[src/rtl/itp_pkg.sv]
// itp_pkg: constants shared by the interrupt and trap prioritizer
// assumes a 32-bit APB slave with byte addresses and one word per register
package itp_pkg;

   // source table and user priorities
   localparam int                  NUM_SRC      = 54;
   localparam int                  SRC_IDX_W    = 6;
   localparam int                  PRIO_W       = 3;
   localparam int                  NIB_W        = 4;
   localparam int                  NIB_PER_WORD = 8;
   localparam logic [NUM_SRC-1:0]  RESERVED_SRC = 54'h3f_f980_0000_0000; // 39-40, 43-53
   localparam int                  VEC_W        = 6;
   localparam logic [VEC_W-1:0]    SRC_VEC_BASE = 6'h08;
   localparam int                  LVL_W        = 4;

   // traps, index order is increasing priority
   localparam int                  NUM_TRAP      = 4;
   localparam int                  TRAP_IDX_W    = 2;
   localparam int                  TRAP_MATH     = 0;
   localparam int                  TRAP_ADDR     = 1;
   localparam int                  TRAP_STACK    = 2;
   localparam int                  TRAP_OSC      = 3;
   localparam logic [LVL_W-1:0]    TRAP_LVL_BASE = 4'hb;
   localparam logic [VEC_W-1:0]    TRAP_VEC_BASE = 6'h01;

   // register map
   localparam int                  ADDR_W       = 8;
   localparam int                  DATA_W       = 32;
   localparam int                  BYTE_SHIFT   = 2;
   localparam logic [ADDR_W-1:0]   OFS_PRIO_END = 8'h1c;
   localparam logic [ADDR_W-1:0]   OFS_CTRL     = 8'h20;
   localparam logic [ADDR_W-1:0]   OFS_STATUS   = 8'h24;
   localparam logic [ADDR_W-1:0]   OFS_CAUSE    = 8'h28;

   // control register fields
   localparam int                  CTL_W        = 4;
   localparam int                  CTL_NEST_DIS = 0;
   localparam int                  CTL_ALT_TBL  = 1;
   localparam int                  CTL_OVF31_EN = 2;
   localparam int                  CTL_OVF39_EN = 3;

   // reset cause register fields
   localparam int                  CAUSE_W      = 5;
   localparam int                  CAUSE_WDT    = 0;
   localparam int                  CAUSE_UNINIT = 1;
   localparam int                  CAUSE_ILLEGAL = 2;
   localparam int                  CAUSE_BROWN  = 3;
   localparam int                  CAUSE_LOCK   = 4;

endpackage : itp_pkg

[src/rtl/itp_prioritizer.sv]
// itp_prioritizer: arbitrates peripheral requests and processor traps
// assumes core-side signals run on core_clk; registers sit behind APB
//
// Contract
// RL1 - 3-bit priority per source, nibble bit 3 zero
// RL2 - priority 0 lowest, 7 highest
// RL3 - natural order only breaks equal-priority ties
// RL4 - natural rank equals interrupt number 0..53
// RL5 - vector number is interrupt number plus eight
// RL6 - fixed source table, reserved numbers never request
// RL7 - reset restarts core at zero, no vectoring
// RL8 - error conditions routed to device reset
// RL9 - uninitialised pointer register use resets device
// RL10 - executed unused opcode traps, flushed one not; code takes a device reset (CAUSE_ILLEGAL) instead of a trap
// RL11 - simultaneous trap conditions cause lockout reset
// RL12 - traps non-maskable with fixed priority
// RL13 - invalid trap vector raises address error trap
// RL14 - offending instruction completes before trap processing
// RL15 - trap levels 8..15, level top bit set
// RL16 - level 7 masks interrupts, traps still serviced
// RL17 - traps nest, ordered by increasing priority
// RL18 - divide by zero takes math error trap
// RL19 - enabled bit-31 overflow without guard bits traps
// RL20 - enabled bit-39 overflow without saturation traps
// RL21 - oversized shift amount takes math error trap
// RL22 - priority zero source never interrupts
// RL23 - interrupt only above current cpu priority level
// RL24 - nesting disable blocks interrupts while servicing
// RL25 - alternate table select moves all vector fetches
// RL26 - highest priority wins, then lowest number
`timescale 1ns/100ps
`default_nettype none

module itp_prioritizer
   import itp_pkg::*;
(
   // clock and synchronous reset
   input  wire logic                            core_clk,
   input  wire logic                            rst,
   // apb slave
   input  wire logic                            psel,
   input  wire logic                            penable,
   input  wire logic                            pwrite,
   input  wire logic [itp_pkg::ADDR_W-1:0]      paddr,
   input  wire logic [itp_pkg::DATA_W-1:0]      pwdata,
   output logic      [itp_pkg::DATA_W-1:0]      prdata,
   output logic                                 pready,
   output logic                                 pslverr,
   // peripheral request flags, enables already applied
   input  wire logic [itp_pkg::NUM_SRC-1:0]     srcReq,
   // core state
   input  wire logic [itp_pkg::LVL_W-1:0]       cpu_priority_level,
   input  wire logic                            inService,
   input  wire logic                            instrDone,
   input  wire logic                            trapAck,
   // math error conditions
   input  wire logic                            divByZero,
   input  wire logic [1:0]                      accOvf31,
   input  wire logic                            guardBitsInUse,
   input  wire logic [1:0]                      accOvf39,
   input  wire logic                            saturationOff,
   input  wire logic                            shiftTooFar,
   // other trap conditions
   input  wire logic                            addrError,
   input  wire logic                            badTrapVector,
   input  wire logic                            stackError,
   input  wire logic                            oscFail,
   // reset-causing conditions
   input  wire logic                            wdtTimeout,
   input  wire logic                            uninitPointer,
   input  wire logic                            illegalExec,
   input  wire logic                            illegalFlushed,
   input  wire logic                            brownout_reset,
   // to the core
   output logic                                 irqReq,
   output logic      [itp_pkg::VEC_W-1:0]       irqVector,
   output logic      [itp_pkg::LVL_W-1:0]       irqLevel,
   output logic                                 trapReq,
   output logic      [itp_pkg::VEC_W-1:0]       trapVector,
   output logic      [itp_pkg::LVL_W-1:0]       trapLevel,
   output logic                                 alternate_table_select,
   output logic                                 coreReset
);
   import itp_pkg::*;

   typedef logic [ADDR_W-BYTE_SHIFT-1:0] itp_word_t;

   typedef struct packed {
      logic [NUM_SRC-1:0][PRIO_W-1:0] prio;
      logic [CTL_W-1:0]               ctrl;
      logic [CAUSE_W-1:0]             cause;
      logic [NUM_TRAP-1:0]            trapPend;
      logic                           trapReq;
      logic [TRAP_IDX_W-1:0]          trapIdx;
      logic [VEC_W-1:0]               trapVector;
      logic [LVL_W-1:0]               trapLevel;
      logic                           irqReq;
      logic [VEC_W-1:0]               irqVector;
      logic [LVL_W-1:0]               irqLevel;
      logic                           altTable;
      logic                           coreReset;
      logic                           pready;
      logic                           pslverr;
      logic [DATA_W-1:0]              prdata;
   } itp_state_s;

   itp_state_s                  st_ff;
   itp_state_s                  nxt_st;

   // winner of source arbitration: {found, level, index}
   logic [SRC_IDX_W+PRIO_W:0]   srcPick;
   logic                        srcFound;
   logic [PRIO_W-1:0]           srcLevel;
   logic [SRC_IDX_W-1:0]        srcIdx;
   logic                        mathHit;
   logic [NUM_TRAP-1:0]         newTrap;
   logic                        lockout;
   logic [CAUSE_W-1:0]          causeSet;
   logic                        nestBlock;
   logic                        setupPhase;
   logic                        wrAccess;
   itp_word_t                   wordIdx;
   logic [DATA_W-1:0]           rdWord;
   logic                        trapFound;
   logic [TRAP_IDX_W-1:0]       trapPick;

   // priority search: a strictly higher level always wins, and scanning
   // from the top index down with >= lets the lower number win a tie
   function automatic logic [SRC_IDX_W+PRIO_W:0] pickSource(
      input logic [NUM_SRC-1:0]             req,
      input logic [NUM_SRC-1:0][PRIO_W-1:0] prio,
      input logic [LVL_W-1:0]               lvl
   );
      logic                   found;
      logic [PRIO_W-1:0]      best;
      logic [SRC_IDX_W-1:0]   idx;
      found = 1'b0;
      best  = '0;
      idx   = '0;
      for (int i = NUM_SRC - 1; i >= 0; i--)
      begin
         if (req[i] && prio[i] != '0 && {1'b0, prio[i]} > lvl && prio[i] >= best) // see RL22
         begin
            found = 1'b1; // see RL23
            best  = prio[i]; // see RL26
            idx   = SRC_IDX_W'(i); // see RL3
         end
      end
      return {found, best, idx};
   endfunction : pickSource

   // level of a trap follows its fixed index
   function automatic logic [LVL_W-1:0] trapLevelOf(input logic [TRAP_IDX_W-1:0] idx);
      return TRAP_LVL_BASE + LVL_W'(idx); // see RL15
   endfunction : trapLevelOf

   // apb phases
   assign setupPhase = psel && !penable;
   assign wrAccess   = psel && penable && st_ff.pready && pwrite;
   assign wordIdx    = paddr[ADDR_W-1:BYTE_SHIFT];

   // reserved numbers are stripped before arbitration
   assign srcPick  = pickSource(srcReq & ~RESERVED_SRC, st_ff.prio, cpu_priority_level); // see RL6
   assign srcFound = srcPick[SRC_IDX_W+PRIO_W];
   assign srcLevel = srcPick[SRC_IDX_W +: PRIO_W];
   assign srcIdx   = srcPick[SRC_IDX_W-1:0];

   // nesting disable only bites while the core is inside a handler
   assign nestBlock = st_ff.ctrl[CTL_NEST_DIS] && inService; // see RL24

   // math error conditions, overflow ones gated by their enables
   assign mathHit = divByZero // see RL18
                  || (st_ff.ctrl[CTL_OVF31_EN] && !guardBitsInUse && |accOvf31) // see RL19
                  || (st_ff.ctrl[CTL_OVF39_EN] && saturationOff && |accOvf39) // see RL20
                  || shiftTooFar; // see RL21

   // trap conditions seen this cycle, index order = priority order
   always_comb
   begin
      newTrap[TRAP_MATH]  = mathHit;
      newTrap[TRAP_ADDR]  = addrError || badTrapVector; // see RL13
      newTrap[TRAP_STACK] = stackError;
      newTrap[TRAP_OSC]   = oscFail;
   end

   // more than one trap in the same cycle cannot be vectored sensibly
   assign lockout = (newTrap & (newTrap - NUM_TRAP'(1))) != '0; // see RL11

   // every error that goes to the reset vector instead of a handler
   always_comb
   begin
      causeSet[CAUSE_WDT]     = wdtTimeout; // see RL8
      causeSet[CAUSE_UNINIT]  = uninitPointer; // see RL9
      causeSet[CAUSE_ILLEGAL] = illegalExec && !illegalFlushed; // see RL10
      causeSet[CAUSE_BROWN]   = brownout_reset;
      causeSet[CAUSE_LOCK]    = lockout;
   end

   // highest pending trap above the current level; traps ignore the nesting
   // disable and interrupt masks, only the level compare lets them nest
   always_comb
   begin
      trapFound = 1'b0;
      trapPick  = '0;
      for (int t = 0; t < NUM_TRAP; t++)
      begin
         if (st_ff.trapPend[t] && trapLevelOf(TRAP_IDX_W'(t)) > cpu_priority_level) // see RL12
         begin
            trapFound = 1'b1; // see RL17
            trapPick  = TRAP_IDX_W'(t);
         end
      end
   end

   // register read mux, nibble bit 3 always reads zero
   always_comb
   begin
      rdWord = '0;
      if (paddr < OFS_PRIO_END && paddr[BYTE_SHIFT-1:0] == '0)
      begin
         for (int i = 0; i < NUM_SRC; i++)
         begin
            if (wordIdx == itp_word_t'(i / NIB_PER_WORD))
            begin
               rdWord[(i % NIB_PER_WORD) * NIB_W +: PRIO_W] = st_ff.prio[i]; // see RL1
            end
         end
      end
      else if (paddr == OFS_CTRL)
      begin
         rdWord = DATA_W'(st_ff.ctrl);
      end
      else if (paddr == OFS_STATUS)
      begin
         rdWord = DATA_W'({st_ff.trapReq, st_ff.irqReq, st_ff.irqVector, st_ff.trapPend});
      end
      else if (paddr == OFS_CAUSE)
      begin
         rdWord = DATA_W'(st_ff.cause);
      end
   end

   // next-state logic for the whole block
   always_comb
   begin
      nxt_st           = st_ff;
      nxt_st.coreReset = 1'b0;
      nxt_st.pready    = 1'b0;
      nxt_st.pslverr   = 1'b0;

      // setup phase: answer in the first access cycle, read data
      // is taken from the registers as they stood at setup
      if (setupPhase)
      begin
         nxt_st.pready  = 1'b1;
         nxt_st.prdata  = rdWord;
         nxt_st.pslverr = !(paddr < OFS_PRIO_END || paddr == OFS_CTRL
                            || paddr == OFS_STATUS || paddr == OFS_CAUSE)
                          || paddr[BYTE_SHIFT-1:0] != '0;
      end

      // writes land at the completing access edge
      if (wrAccess)
      begin
         if (paddr < OFS_PRIO_END && paddr[BYTE_SHIFT-1:0] == '0)
         begin
            for (int i = 0; i < NUM_SRC; i++)
            begin
               if (wordIdx == itp_word_t'(i / NIB_PER_WORD))
               begin
                  nxt_st.prio[i] = pwdata[(i % NIB_PER_WORD) * NIB_W +: PRIO_W]; // see RL2
               end
            end
         end
         else if (paddr == OFS_CTRL)
         begin
            nxt_st.ctrl = pwdata[CTL_W-1:0];
         end
         else if (paddr == OFS_CAUSE)
         begin
            nxt_st.cause = st_ff.cause & ~pwdata[CAUSE_W-1:0]; // write one to clear
         end
      end
      // a fresh cause sets even while software clears it
      nxt_st.cause = nxt_st.cause | causeSet;

      // table select is applied by the core to every fetch
      nxt_st.altTable = st_ff.ctrl[CTL_ALT_TBL]; // see RL25

      // trap pending bits: acknowledge first, new conditions win
      if (st_ff.trapReq && trapAck)
      begin
         nxt_st.trapPend[st_ff.trapIdx] = 1'b0;
         nxt_st.trapReq                 = 1'b0;
      end
      else if (!st_ff.trapReq && instrDone && trapFound)
      begin
         // present only at an instruction boundary, so the faulting
         // instruction has finished before the core vectors
         nxt_st.trapReq    = 1'b1; // see RL14
         nxt_st.trapIdx    = trapPick;
         nxt_st.trapLevel  = trapLevelOf(trapPick); // see RL15
         nxt_st.trapVector = TRAP_VEC_BASE + VEC_W'(trapPick);
      end
      if (!lockout)
      begin
         nxt_st.trapPend = nxt_st.trapPend | newTrap;
      end

      // interrupt request, always below any trap being presented;
      // level 7 or a trap level leaves no source able to pass
      nxt_st.irqReq = srcFound && !nestBlock && !st_ff.trapReq; // see RL16
      if (srcFound)
      begin
         nxt_st.irqVector = SRC_VEC_BASE + srcIdx; // see RL5
         nxt_st.irqLevel  = {1'b0, srcLevel}; // see RL4
      end

      // reset path bypasses vectoring; the core restarts at zero
      if (causeSet != '0)
      begin
         nxt_st.coreReset = 1'b1; // see RL7
         nxt_st.trapPend  = '0;
         nxt_st.trapReq   = 1'b0;
         nxt_st.irqReq    = 1'b0;
      end
   end

   // state register, everything clears to zero
   always_ff @(posedge core_clk)
   begin
      if (rst)
      begin
         st_ff <= '0;
      end
      else
      begin
         st_ff <= nxt_st;
      end
   end

   // outputs straight from the state register
   assign prdata                 = st_ff.prdata;
   assign pready                 = st_ff.pready;
   assign pslverr                = st_ff.pslverr;
   assign irqReq                 = st_ff.irqReq;
   assign irqVector              = st_ff.irqVector;
   assign irqLevel               = st_ff.irqLevel;
   assign trapReq                = st_ff.trapReq;
   assign trapVector             = st_ff.trapVector;
   assign trapLevel              = st_ff.trapLevel;
   assign alternate_table_select = st_ff.altTable;
   assign coreReset              = st_ff.coreReset;
endmodule : itp_prioritizer

`default_nettype wire

[config.mk]
export PLATFORM = sky130hd
export DESIGN_NAME = itp_prioritizer
export DESIGN_NICKNAME = d
export VERILOG_FILES = /design/src/rtl/itp_pkg.sv /design/src/rtl/itp_prioritizer.sv
export SDC_FILE = /design/constraint.sdc
export NUM_CORES = 1
export LEC_CHECK = 0
export ABC_AREA = 1
export BUFFER_PORTS_ARGS = -buffer_cell sky130_fd_sc_hd__buf_4
export CORE_MARGIN = 2
export CORE_UTILIZATION = 45
export DETAILED_ROUTE_END_ITERATION = 6
export MAX_ROUTING_LAYER = met4
export SLEW_MARGIN = 20
export SYNTH_ARGS = -nofsm -noshare
export SYNTH_HDL_FRONTEND = slang
export SYNTH_SLANG_ARGS = --single-unit
export TNS_END_PERCENT = 1
[constraint.sdc]
create_clock -name core_clk -period 143.7 [get_ports core_clk]
set_input_delay 28.74 -clock core_clk [delete_from_list [all_inputs] [get_ports core_clk]]
set_output_delay 28.74 -clock core_clk [all_outputs]
set_load 0.05 [all_outputs]
==> results of run 1 <==
[cell usage in the layout, fill, tap and decap left out, types with 23 or more instances in the layout]
master and n:
a21oi_1 295, buf_4 170, inv_1 348, nand2_2 107
clkbuf_16 27, o21ai_0 290, nand3_1 206, o2111ai_1 23
dfxtp_1 225, nand3_2 34, nor3_1 25, o22ai_1 26
nor2_1 83, ha_1 198, nand2_1 407
[cells by family (layout without fill, tap and decap cells)]
| logic type | count (synthesis) | after routing | share of synthesized area |
|---|---|---|---|
| DFF | 225 | 225 | 0.2563 |
| and+or+nand+nor | 927 | 927 | 0.2534 |
| adders and majority gates | 198 | 198 | 0.1410 |
| AOI/OAI and AO/OA | 720 | 720 | 0.2263 |
| buffers and inverters | 507 | 586 | 0.1229 |
| other | 1 | 10 | 0.0002134 |
[final cells by class]
class	instances	share of cell area
Timing Repair Buffer	170	0.06457
Sequential cell	225	0.2279
Tap cell	518	0.03279
Multi-Input combinational cell	1854	0.5541
Antenna cell	1	0.0001266
Clock buffer	34	0.03805
Inverter	366	0.06970
Clock inverter	16	0.01279
[routing by layer]
| layer | part of all wire | vias up | track usage |
|---|---|---|---|
| li1 | - | 8855 | - |
| met1 | 0.44 | 8326 | 0.4009 |
| met2 | 0.46 | 598 | 0.5100 |
| met3 | 0.064 | 121 | 0.03353 |
| met4 | 0.033 | 0 | 0.1008 |
| met5 | 0 | - | - |
[per-stage QoR]
stage / hold slack, ns / util / setup slack [ns] / area [µm²] / total power, mW
3_5_place_dp: 0.4435 / 0.4864 / 71.35 / 18760 / 0.07656
4_1_cts: 0.4514 / 0.5125 / 71.78 / 19760 / 0.1535
5_1_grt: 0.4621 / 0.5126 / 65.99 / 19770 / 0.1574
2_1_floorplan: 0.4245 / - / 76.73 / 17610 / 0.07021
3_3_place_gp: 0.4337 / 0.4864 / 72.36 / 18760 / 0.07620
6_report: 0.4556 / 0.5126 / 71.75 / 19770 / 0.1527
[worst paths after layout]
check / from / end / slack, ns / depth (start not counted)
min reg2reg: st_ff[192] / st_ff[192] / 0.46 / 2
min: st_ff[192] / st_ff[192] / 0.46 / 2
max reg2reg: st_ff[199] / irqVector[5] / 100.23 / 363
max: cpu_priority_level[2] / irqVector[5] / 71.75 / 365
[power groups by stage]
| stage | sequential (mW) | clock, mW | combinational [mW] |
|---|---|---|---|
| after floorplan | 0.0641 | 0 | 0.00613 |
| after global placement | 0.0639 | 0 | 0.0123 |
| after detailed placement | 0.0640 | 0 | 0.0126 |
| after CTS | 0.0626 | 0.0783 | 0.0126 |
| after global routing | 0.0625 | 0.0810 | 0.0139 |
| final | 0.0626 | 0.0774 | 0.0128 |
[registers in the layout (all words and copies together) (netlist names), 2 cells and up]
| signal | count |
|---|---|
| trapLevel | 4 |
| irqVector | 6 |
| irqLevel | 3 |
| st_ff | 176 |
| trapVector | 2 |
| prdata | 27 |
[tightest hold or removal path: cells and delay by family (launching register included)]
family	cells	cell delay, ns
compound gates	1	0.06
buf+inv	1	0.06
flops	1	0.30
==> results.toml, run 1 <==
[worst_setup_path]
worstSetupEndpointType = "register"
crit_required_ns = 144.15
path_max_fanout = 24
cp_data_arrival_time_ns = 72.40
path_class = "in -> reg"
crit_buf_inv = 63
crit_family = "simple AND/OR/NAND/NOR gates"
cp-start-kind = "primary input"
cpMostUsedCell = "nand2_1"
max_stage_delay_ns = 0.46
critPathSlowestCell = "nor4_1"

[yosys]
syn-cell-area_mm2 = 0.01758
synth_area_per_cell_um2 = 6.818
async_reset_ff_frac = 0
synth_area_leader_cell = "dfxtp_1"
netlist.area_leader.share = 0.2563
synthMostInstantiatedCell = "nand2_1"
yosys_warnings = 0
synth_area_leaders = "dfxtp_1, ha_1, nand2_1"
yosys-top-cells-count = "nand2_1, inv_1, a21oi_1"
synth_edf_count = 0
synth_seq_area_share = 0.2563
ys_ff_latch = 225
synthDistinctLibCells = 57
syn_inst = 2578
synthFlopType = "dfxtp_1"

[placed_design]
dp_hpwl_mm = 45.93
placed_cells = 3133
port_buffers = 151
globalplace.congestion = 1.003

[clocking]
insertion_delay_ns = 0.56
cts_tree = "done"
clock_tree.root_cell = "clkbuf_16"
holdBufCountCts = 0
clkTransAtPathRegs_ns = 0.06
cts_buffers = 27
h-tree-depth = 1
cts_resized = 0
numClockSinks = 225
clock_path_buffers = 3
post_cts_buffers = 0

[sta]
hold_viol_final = 0
skew_ns = 0.02367
slew_violations = 0
tightest_slew_ns = 1.014
finalSetupViolations = 0
finalSetupTns_ns = 0
period_share = 0.5007
rsz0062_at_grt = "no"
max_slew_margin = 0.3177
max_freq_ghz = 0.01390
layout_min_cycle_time_ns = 71.95

[floorplanning]
rows = 72
chipHeight_um = 201.6
coreArea_mm2 = 0.03856
ios = 181
die-area_mm2 = 0.04065
die_w_um = 201.6
start_util = 0.4558

[final_layout]
seq_area_mm2 = 0.004504
drive_gt1_frac = 0.1493
stdcell_count = 3184
fillers = 3923
nets = 2965
area_growth_pct = 12.46
multi_input_area_mm2 = 0.01095

[global_routing]
grt_pass1_wl_mm = 96.35
grt_overflow = 0
grt_max_degree = 101
first_global_vias = 16980
grt_antenna_before_repair = 4
grt_use_total = 0.3110

[power]
swShare = 0.2504
p_leak_nw = 8.493
internal_power_uw = 114.4
p_clk_frac = 0.507
ir_drop_uv = 8.346
pwr-share-comb = 0.084
switching_power_uw = 38.24
power.density_mw_per_mm2 = 7.725
p_seq_frac = 0.410

[route]
drcViolationCount = 0
ant_nets = 0
num_vias = 17900
dr.pass1.iters = 6
via_per_inst = 5.622
wl_mm = 62.45
routedWlPerCell_um = 19.61
drtIter0Drc = 1473

[run]
max_cap_violations = 0

[worst_hold_path]
min_path_type = "reg -> reg"

[run_status]
status = "complete, no violations"
(Power assumes the default switching activity.)
==> run 2: changes to the inputs <==
Settings changed: ABC_AREA 1 to 0, PLACE_DENSITY set to 0.66.
Clock period 143.7 ns to 62.7 ns, I/O delays scaled along.
==> run 2 against run 1 <==
Net effect: the flow now finishes with violations (setup timing); combinational power rose by 150%; flip-flop and latch count did not move; worst setup slack worse by 72 ns; clock skew shrank 0.014 ns; clock power grew 87%; utilization grew 7.9 points; wire length grew 15%; critical path type unchanged; largest power group unchanged.
==> results.toml, run 2 <==
[final_layout]
finish.instance_area_mm2 = 0.02473
layout_commonest_cell = "nand2_1"
area_growth_pct = 30.59
drive_gt1_frac = 0.2860
largest_reg_flops = 176
stdcell_count = 3366
regMostFlops = "st_ff"
nets = 3128
layout_common_cells = "nand2_1, buf_4, a21oi_1, dfxtp_1, ha_1"

[placed_design]
place_ws_ns = -1.463
globalplace.congestion = 0.9560
dp_hpwl_mm = 52.54
place_area_mm2 = 0.02252
port_buffers = 151
placed_cells = 3230

[yosys]
synthAdderAreaFrac = 0.1335
synth_edf_count = 0
synth_xor_area_frac = 0
synth_area_leaders = "dfxtp_1, ha_1, nand2_1"
netlist.area_leader.share = 0.2379
yosys-top-cells-count = "nand2_1, a21oi_1, dfxtp_1"
synth-compound-area-share = 0.2913
synth-simple-area-share = 0.2278
synth_seq_area_share = 0.2379
synthDistinctLibCells = 115
synth.area.mux_share = 0.04414
synth_area_leader_cell = "dfxtp_1"
synthFlopType = "dfxtp_1"
synth_area_per_cell_um2 = 7.631
synthMostInstantiatedCell = "nand2_1"
synth_top_family_by_area = "compound AO/OA/AOI/OAI gates"
syn_inst = 2481
ys_ff_latch = 225
yosys_warnings = 0
async_reset_ff_frac = 0
syn-cell-area_mm2 = 0.01893

[worst_setup_path]
cp-start-kind = "primary input"
critPathLaunch = "cpu_priority_level[1]"
cp_data_arrival_time_ns = 63.43
crit_required_ns = 63.14
path_class = "in -> reg"
critPathSlowestCell = "or4_1"
r2r_slack_ns = 11.24
max_stage_delay_ns = 0.52
path_max_fanout = 5
timing.rr.start = "st_ff[200]"
worstSetupEndpointType = "register"

[power]
power.density_mw_per_mm2 = 12.97
ir_drop_uv = 14.84
p_leak_nw = 9.939

[route]
num_vias = 20790
routedWlPerCell_um = 21.28
drcViolationCount = 0
via_per_inst = 6.176
ant_nets = 0
wl_mm = 71.64
drtIter0Drc = 1949
dr.pass1.iters = 5

[clocking]
clock_tree.root_cell = "clkbuf_16"
numClockSinks = 225
cts_buffers = 24
h-tree-depth = 1
holdBufCountCts = 0
cts_tree = "done"
clock_path_buffers = 3
insertion_delay_ns = 0.52
clkTransAtPathRegs_ns = 0.06

[run]
max_cap_violations = 0

[floorplanning]
die_w_um = 209.1
chipHeight_um = 209.1
die-area_mm2 = 0.04373
rows = 75
start_util = 0.4534
ios = 181
coreArea_mm2 = 0.04176

[global_routing]
grt_antenna_before_repair = 1
grt_use_total = 0.3179
grt_max_degree = 110
grt_pass1_wl_mm = 106.4
grt_overflow = 0
first_global_vias = 18980

[run_status]
failed_checks = "setup timing"
status = "finished with violations"

[worst_hold_path]
hold_start = "trapLevel[3]"
min_path_type = "reg -> reg"

[sta]
finalSetupViolations = 10
slew_violations = 0
period_share = 1.005
layout_min_cycle_time_ns = 62.99
fin_ws_ns = -0.2867
hold_viol_final = 0
tightest_slew_ns = 1.158
max_slew_margin = 0.2180
skew_ns = 0.009377
rsz0062_at_grt = "yes"
max_freq_ghz = 0.01588
run 2: cell types whose count changed in the layout (fill, tap and decap cells not counted), moves of 32 or more:
cell     previous run  this run
buf_4             170       434
a21o_1              0        38
inv_1             348       113
o21ai_0           290        84
o21a_1              3        35
nand3_1           206        74
nand2_2           107        11
nand2_1           407       464
ha_1              198       163
run 2: path summary, 6_finish.rpt:
path                        to  cells after the start
setup / recovery  irqVector[5]                    272
hold / removal    trapLevel[3]                      2
setup reg to reg  irqVector[5]                    270
hold reg to reg   trapLevel[3]                      2
run 2: through the flow:
| stage | util | power (mW) | hold slack [ns] | TNS, ns |
|---|---|---|---|---|
| 6_report | 0.5921 | 0.3207 | 0.4484 | -0.7947 |
| 2_1_floorplan | - | 0.1635 | 0.4259 | 0 |
| 3_3_place_gp | 0.5394 | 0.1769 | 0.4359 | -3.228 |
| 5_1_grt | 0.5921 | 0.3283 | 0.4646 | -22.68 |
| 4_1_cts | 0.5697 | 0.3195 | 0.4526 | 0 |
| 3_5_place_dp | 0.5394 | 0.1777 | 0.4457 | -11.88 |
run 2: logic make-up (layout without fill, tap and decap cells):
family | count (synthesis) | in the layout
AOI/OAI and AO/OA | 796 | 796
and+or+nand+nor | 926 | 926
adders and majority gates | 203 | 203
other | 1 | 11
DFF | 225 | 225
buffers and inverters | 273 | 609
muxes | 57 | 57
run 2: worst max-delay path: cells and delay by family:
family,cells,cell delay [ns]
simple gates,82,11.88
buf+inv,16,1.46
fa+ha+maj,46,11.86
compound gates,109,19.40
mux,19,6.31
run 2: repair_timing:
action / 4_1_cts / 5_1_grt
resized for setup: 21 / 111
pin swaps: 37 / 160
setup endpoints to repair: 10 / 10
cloned: 0 / 0
setup buffers: 47 / 43
run 2: layer usage:
metal  track usage  part of all wire
met3       0.05771             0.090
met4        0.1360             0.050
met1        0.4001              0.40
met5             -                 0
met2        0.5007              0.45
run 2: report_power, final:
group,switching (mW),total [mW],internal (mW)
logic,0.0208,0.0316,0.0108
clock network,0.0591,0.145,0.0861
registers,0.000325,0.144,0.143
run 2: final cells by class:
class / instances / area [µm²]
fillers: 3688 / 17030
inverters: 124 / 478.0
flip-flops and latches: 225 / 4504
clock buffers: 35 / 703.2
multi-input cells: 1991 / 14920
well taps: 539 / 674.4
clock inverters: 9 / 101.3
repair buffers: 441 / 3337
diodes: 2 / 5.005
